==> src/verilog/gpb_pkg.sv <==
`default_nettype none
package gpb_pkg;
    localparam int          NUM_PORTS   = 6;
    localparam int          PORT_W      = 8;
    localparam int          PIN_COUNT   = 42;
    localparam int          NIB_COUNT   = 6;
    localparam logic [2:0]  PORT_A      = 3'h0;
    localparam logic [2:0]  PORT_B      = 3'h1;
    localparam logic [2:0]  PORT_C      = 3'h2;
    localparam logic [2:0]  PORT_D      = 3'h3;
    localparam logic [2:0]  PORT_E      = 3'h4;
    localparam logic [2:0]  PORT_F      = 3'h5;
    localparam logic [7:0]  MASK_FULL   = 8'hff;
    localparam logic [7:0]  MASK_PORT_F = 8'h03;
    localparam logic [7:0]  RESET_DATA  = 8'hff;
    localparam logic [7:0]  RESET_DIR   = 8'hff;
    localparam int          SIF_LO      = 8;
    localparam int          SIF_W       = 4;
    localparam int          WAKE_BIT_W  = 16;
    localparam logic [1:0]  OUT_PUSH_PULL = 2'h0;
    localparam logic [1:0]  OUT_PULL_DOWN = 2'h1;
    localparam logic [1:0]  OUT_PULL_UP   = 2'h2;

    typedef struct packed {
        logic       wr;
        logic       rd;
        logic       bit_op;
        logic       bit_set;
        logic       sel_dir;
        logic [2:0] port;
        logic [2:0] bit_idx;
        logic [7:0] wdata;
    } gpb_req_t;

    typedef struct packed {
        logic       en;
        logic [3:0] out;
        logic [3:0] drive_n;
    } gpb_sif_t;
endpackage
`default_nettype wire

==> src/verilog/gpb_port_bank.sv <==
// How it works
// - Forty-two pins in six ports; the last port has two pins.
// - Each pin has its own direction bit, writable any time.
// - Direction one makes an input read live; zero makes it drive.
// - Inputs are not latched; a read samples the pin then.
// - Written output data holds until the data register is rewritten.
// - Reading an output pin returns the latch, not the pin.
// - Reset sets all data and direction bits to one.
// - Bit set or clear reads the port, modifies, writes it back.
// - In power-down a falling edge on a wake pin wakes the device.
// - Wake select is per pin on ports A and B, per nibble on C to E, one bit for both F pins.
// - Pull-high only connects while the pin is an input.
// - Port A outputs are push-pull, pull-down-only or pull-up-only.
// - Four port B pins carry serial signals when serial is on.
`timescale 1ns/10ps
`default_nettype none
module gpb_port_bank
(
    input  wire logic                          ref_clk,
    input  wire logic                          sys_rst,
    input  wire gpb_pkg::gpb_req_t             req,
    output logic      [7:0]                    rdata,
    input  wire logic [gpb_pkg::PIN_COUNT-1:0] pin_in,
    output logic      [gpb_pkg::PIN_COUNT-1:0] pin_out,
    output logic      [gpb_pkg::PIN_COUNT-1:0] pin_oe_n,
    output logic      [gpb_pkg::PIN_COUNT-1:0] pull_high_en,
    input  wire logic [gpb_pkg::PIN_COUNT-1:0] pull_high_opt,
    input  wire logic [15:0]                   port_a_out_type,
    input  wire gpb_pkg::gpb_sif_t             serial_if_control_zero,
    output logic      [3:0]                    sif_in,
    input  wire logic [gpb_pkg::WAKE_BIT_W-1:0] wake_pin_sel,
    input  wire logic [gpb_pkg::NIB_COUNT-1:0] wake_nib_sel,
    input  wire logic                          wake_f_sel,
    input  wire logic                          power_down,
    output logic                               wake_up
);
    logic [7:0]                    data_reg [gpb_pkg::NUM_PORTS];
    logic [7:0]                    dir_reg  [gpb_pkg::NUM_PORTS];
    logic [7:0]                    rdata_reg;
    logic [gpb_pkg::PIN_COUNT-1:0] armed_reg;
    logic [gpb_pkg::PIN_COUNT-1:0] pin_level;
    logic [gpb_pkg::PIN_COUNT-1:0] data_flat;
    logic [gpb_pkg::PIN_COUNT-1:0] dir_flat;
    logic [gpb_pkg::PIN_COUNT-1:0] wake_sel;
    logic [7:0]                    live     [gpb_pkg::NUM_PORTS];
    logic [7:0]                    rd_value;
    logic [7:0]                    rmw_base;
    logic [7:0]                    wr_value;

    // Unused port codes read as zero: the mask clears what the out-of-range array index returns
    function automatic logic [7:0] port_mask(input logic [2:0] p);
        if (p == gpb_pkg::PORT_F)
            return gpb_pkg::MASK_PORT_F;
        else if (p > gpb_pkg::PORT_F)
            return 8'h00;
        else
            return gpb_pkg::MASK_FULL;
    endfunction

    function automatic logic [7:0] set_bit(input logic [7:0] v, input logic [2:0] b,
                                           input logic s);
        logic [7:0] r;
        r    = v;
        r[b] = s;
        return r;
    endfunction

    gpb_pin_sync u_sync
    (
        .ref_clk   (ref_clk),
        .sys_rst   (sys_rst),
        .pin_raw   (pin_in),
        .pin_level (pin_level)
    );

    // Pins map as port*8+bit; port F stops after two bits
    always_comb
    begin
        for (int p = 0; p < gpb_pkg::NUM_PORTS; p++)
            live[p] = '0;
        for (int i = 0; i < gpb_pkg::PIN_COUNT; i++)
        begin
            live[i/8][i%8] = pin_level[i];
            data_flat[i]   = data_reg[i/8][i%8];
            dir_flat[i]    = dir_reg[i/8][i%8];
        end
    end

    // Input bits show the synchronised pin, output bits the latch
    always_comb
    begin
        rd_value = ((dir_reg[req.port] & live[req.port])
                 | (~dir_reg[req.port] & data_reg[req.port]))
                 & port_mask(req.port);
        if (req.sel_dir)
            rd_value = dir_reg[req.port] & port_mask(req.port);
    end

    // A bit operation on the data register writes back input-pin levels too
    always_comb
    begin
        rmw_base = rd_value;
        if (req.bit_op)
            wr_value = set_bit(rmw_base, req.bit_idx, req.bit_set) & port_mask(req.port);
        else
            wr_value = req.wdata & port_mask(req.port);
    end

    always_ff @(posedge ref_clk)
    begin
        if (sys_rst)
        begin
            for (int p = 0; p < gpb_pkg::NUM_PORTS; p++)
            begin
                data_reg[p] <= gpb_pkg::RESET_DATA & port_mask(3'(p));
                dir_reg[p]  <= gpb_pkg::RESET_DIR & port_mask(3'(p));
            end
        end
        else if (req.wr && req.port < 3'(gpb_pkg::NUM_PORTS))
        begin
            if (req.sel_dir)
                dir_reg[req.port] <= wr_value;
            else
                data_reg[req.port] <= wr_value;
        end
    end

    always_ff @(posedge ref_clk)
    begin
        if (sys_rst)
            rdata_reg <= '0;
        else if (req.rd)
            rdata_reg <= rd_value;
    end

    assign rdata = rdata_reg;

    // Pin drivers, output-type options and serial sharing
    always_comb
    begin
        pin_out      = data_flat;
        pin_oe_n     = dir_flat;
        pull_high_en = pull_high_opt & dir_flat;
        for (int i = 0; i < 8; i++)
        begin
            if (port_a_out_type[2*i +: 2] == gpb_pkg::OUT_PULL_DOWN)
            begin
                pin_out[i]  = 1'b0;
                pin_oe_n[i] = dir_flat[i] | data_flat[i];
            end
            else if (port_a_out_type[2*i +: 2] == gpb_pkg::OUT_PULL_UP)
            begin
                pin_out[i]  = 1'b1;
                pin_oe_n[i] = dir_flat[i] | ~data_flat[i];
            end
        end
        if (serial_if_control_zero.en)
        begin
            pin_out[gpb_pkg::SIF_LO +: gpb_pkg::SIF_W]  = serial_if_control_zero.out;
            pin_oe_n[gpb_pkg::SIF_LO +: gpb_pkg::SIF_W] = serial_if_control_zero.drive_n;
        end
    end

    assign sif_in = pin_level[gpb_pkg::SIF_LO +: gpb_pkg::SIF_W];

    // Ports A and B per pin, C to E per nibble, F as one group
    always_comb
    begin
        wake_sel = '0;
        wake_sel[gpb_pkg::WAKE_BIT_W-1:0] = wake_pin_sel;
        for (int i = gpb_pkg::WAKE_BIT_W; i < 40; i++)
            wake_sel[i] = wake_nib_sel[(i - gpb_pkg::WAKE_BIT_W) / 4];
        wake_sel[40] = wake_f_sel;
        wake_sel[41] = wake_f_sel;
    end

    // Arm only pins seen high before the clock stops, so a later low is a falling edge
    always_ff @(posedge ref_clk)
    begin
        if (sys_rst)
            armed_reg <= '0;
        else if (!power_down)
            armed_reg <= wake_sel & pin_level;
    end

    // Combinational so it works with the system clock stopped
    assign wake_up = power_down & |(armed_reg & ~pin_in);
endmodule
`default_nettype wire

==> src/verilog/gpb_pin_sync.sv <==
`timescale 1ns/10ps
`default_nettype none
module gpb_pin_sync
(
    input  wire logic                         ref_clk,
    input  wire logic                         sys_rst,
    input  wire logic [gpb_pkg::PIN_COUNT-1:0] pin_raw,
    output logic      [gpb_pkg::PIN_COUNT-1:0] pin_level
);
    logic [gpb_pkg::PIN_COUNT-1:0] s1_reg;
    logic [gpb_pkg::PIN_COUNT-1:0] s2_reg;
    logic [gpb_pkg::PIN_COUNT-1:0] s3_reg;
    logic [gpb_pkg::PIN_COUNT-1:0] level_reg;

    always_ff @(posedge ref_clk)
    begin
        s1_reg <= pin_raw;
        s2_reg <= s1_reg;
        s3_reg <= s2_reg;
    end

    // Only bits where stages two and three agree are taken, filtering one-cycle glitches
    always_ff @(posedge ref_clk)
    begin
        if (sys_rst)
            level_reg <= '1;
        else
            level_reg <= (s2_reg & ~(s2_reg ^ s3_reg)) | (level_reg & (s2_reg ^ s3_reg));
    end

    assign pin_level = level_reg;
endmodule
`default_nettype wire

==> config.mk <==
export PLATFORM = sky130hd
export DESIGN_NAME = gpb_port_bank
export DESIGN_NICKNAME = d
export VERILOG_FILES = /design/src/verilog/gpb_pkg.sv /design/src/verilog/gpb_port_bank.sv /design/src/verilog/gpb_pin_sync.sv
export SDC_FILE = /design/constraint.sdc
export NUM_CORES = 1
export LEC_CHECK = 0
export ABC_CLOCK_PERIOD_IN_PS = 5800
export BUFFER_PORTS_ARGS = -buffer_cell sky130_fd_sc_hd__buf_2
export CORE_UTILIZATION = 25
export CTS_CLUSTER_DIAMETER = 100
export CTS_CLUSTER_SIZE = 28
export DETAILED_ROUTE_END_ITERATION = 10
export GPL_TIMING_DRIVEN = 0
export PLACE_DENSITY = 0.54
export SLEW_MARGIN = 0
export SYNTH_ARGS = -nofsm -noshare
export SYNTH_HDL_FRONTEND = slang
export SYNTH_SLANG_ARGS = --single-unit
==> constraint.sdc <==
create_clock -name ref_clk -period 5.8 [get_ports ref_clk]
set_input_delay 1.16 -clock ref_clk [delete_from_list [all_inputs] [get_ports ref_clk]]
set_output_delay 1.16 -clock ref_clk [all_outputs]
set_load 0.02 [all_outputs]
==> qor.txt <==
max_cap viols: 0
crit path launch type: input port
Max Transition Viols Final: 0
most frequent cell on the critical path: buf_2
vias per inst: 4.59
Detailed Route Iter0 Violations: 886
share of the synthesized area in the top cell type: 0.315
Hold Crit Class: reg2reg
Ys Warns: 0
post-CTS setup repair buffer count: 0
CP Capture Type: output port
Die X: 237 um
RSZ-0062 raised after global routing: false
Nets: 1764
DIE AREA: 0.0563 sq mm
All-Layer GR Usage: 0.157
maximum operating frequency: 0.273 GHz
ys async rst share: 0
CTS Hold Bufs: 0
Lkg Pwr: 6.65 nW
Reg power frac: 0.584
most common cell after layout, fill and taps aside: buf_2
total power density per cell area: 269 mW/mm^2
count of final setup violators: 0
Clock power frac: 0.287
vias in the first global route: 10.1k
CTS clk-pin slew, worst paths: 0.10 ns
most frequent cells in the layout: 288 x buf_2, 218 x dfxtp_1, 168 x nor2_1
Fillers: 5641
Comb pwr share: 0.129
Hold Fails Final Rpt: 0
initial antenna violation count: 7
pre-CTS WS: 1.94 ns
Rel. slew slack: 0.382
cts repair resizes: 0
CP max stage cell: nor4_1
Inst Count DP: 2288
final worst slack: 2.13 ns
number of H-tree levels: 1
CTS tree: done
Crit path max-delay family: simple AND/OR/NAND/NOR gates
global route overflow: 0
register bit total from synthesis: 339
CTS Buf Count: 16
Cells after Synth: 1281
Starting Density: 0.255
Max Fanout on Critical Path: 2
Yosys top cell by area: dfxtp_1
Synth Flop Type: dfxtp_1
Worst Tran Pin Value: 0.925 ns
Root Driver: clkbuf_16
clock insertion delay at the later pin of the skew report: 0.53 ns
skew final: 0.0254 ns
layout cell share with drive strength beyond 1: 0.282
Internal: 3.32 mW
critical-path cell list: buf_2 > o22ai_1 > nor4_1 > nand4_1 > o31a_1 > buf_2
status: complete, no violations
number of flops mapped to enable cells by yosys: 121
post-route ant nets: 0
final non-filler cell total: 2313
Crit Path Class: in2out
post-synthesis area per instance: 10.8 sq um
ranking of synthesized cells by area: dfxtp_1 32%, edfxtp_1 26%, nor2_1 4.6%
Final min period: 3.67 ns
Final HPWL DP: 36200 um
# rows: 85
CP Data Required Time: 4.64 ns
largest net degree at the start of global routing: 30
WL final: 45700 um
global-route wire length before repair: 65300 um
DR vias: 10.6k
synth unique cells: 75
Sw Ratio: 0.263
die height: 237 um
Max VDD drop: 0.168 mV
Final period util: 0.633
DR pass1 iterations: 5
core area: 0.0542 sq mm
Area Overhead vs Synth: 20.7%
gpl congestion: 0.876
DRC viols: 0
largest stage delay on the critical path: 0.39 ns
setup TNS: 0 ns
clk sink count: 339
wire length per cell: 19.7 um
Boundary Pins: 293
P_sw: 1.19 mW
Max Root-Sink Buffers: 3
Crit path arrival time: 2.51 ns
CP bufs+invs: 2
I/O Buffers: 287
mapped cell area: 0.0139 sq mm
Seq/Total Area, Yosys: 0.577
[layer usage]
layer	global-route usage	wire, um	up-vias
met5	0	39	-
met2	0.272	22200	416
met4	0.0283	736	6
li1	-	-	5026
met1	0.205	19800	5118
met3	0.0276	2910	43
[per-stage QoR]
stage               cell area [sq um]  hold slack, ns  utilization  power, mW
floorplan                       13900           0.310            -       3.02
global placement                16200           0.310        0.300       3.26
detailed placement              16200           0.312        0.300       3.27
CTS                             16700           0.323        0.308       4.53
global route                    16700           0.329        0.308       4.68
finish                          16700           0.322        0.308       4.50
[final timing paths]
kind,start,end,slack [ns],depth (start not counted)
worst min-delay path,u_sync.s1_reg[25]$_DFF_P_,u_sync.s2_reg[25]$_DFF_P_,0.32,0
worst min register to register,u_sync.s1_reg[25]$_DFF_P_,u_sync.s2_reg[25]$_DFF_P_,0.32,0
worst max-delay path,pin_in[32],wake_up,2.13,6
worst max register to register,dir_reg[3][6]$_SDFFCE_PN1P_,dir_reg[2][6]$_SDFFCE_PN1P_,3.47,6
[layout make-up]
type | instances | area (sq um) | area share
Buffer | 119 | 883 | 0.0528
Timing Repair Buffer | 287 | 1440 | 0.0859
Sequential cell | 339 | 8000 | 0.478
Antenna cell | 2 | 5.00 | 0.000299
Clock buffer | 20 | 415 | 0.0248
Clock inverter | 3 | 48.8 | 0.00292
Tap cell | 696 | 871 | 0.0521
Multi-Input combinational cell | 793 | 4860 | 0.291
Inverter | 54 | 203 | 0.0121
[power by group through the flow]
stage | Clock, mW | Sequential [mW] | Combinational, mW
6_report | 1.29 | 2.63 | 0.581
5_1_grt | 1.41 | 2.65 | 0.625
4_1_cts | 1.32 | 2.63 | 0.582
3_5_place_dp | 0 | 2.69 | 0.580
3_3_place_gp | 0 | 2.68 | 0.574
2_1_floorplan | 0 | 2.66 | 0.353
[synthesized netlist by cell type, types with 4 or more instances]
library cell / count
a221oi_1: 4
buf_6: 10
a221oi_2: 4
o21ai_0: 7
nand2_1: 110
clkbuf_1: 28
o22ai_1: 24
nand3_1: 32
mux2_2: 10
or2_1: 6
and2_1: 48
buf_4: 70
nand2_2: 10
inv_1: 54
a21oi_1: 109
dfxtp_1: 218
mux2_4: 4
o22a_1: 6
a22oi_1: 9
nor3_2: 6
mux2i_1: 45
mux4_2: 4
mux2_1: 6
o21bai_1: 43
o311a_1: 4
nor2_1: 168
buf_8: 4
nor2b_1: 9
a211o_1: 8
o21ai_1: 6
maj3_1: 8
o31ai_1: 4
or2_2: 5
a31oi_1: 5
edfxtp_1: 121
nand2b_1: 7
mux4_1: 5
[kinds of logic after synthesis]
family / share of synthesized area
mux: 0.0659
buf+inv: 0.0784
other cells: 0.000271
fa+ha+maj: 0.00578
compound gates: 0.133
simple gates: 0.140
flops: 0.577
Note: power is estimated with default switching activity, not from simulation.
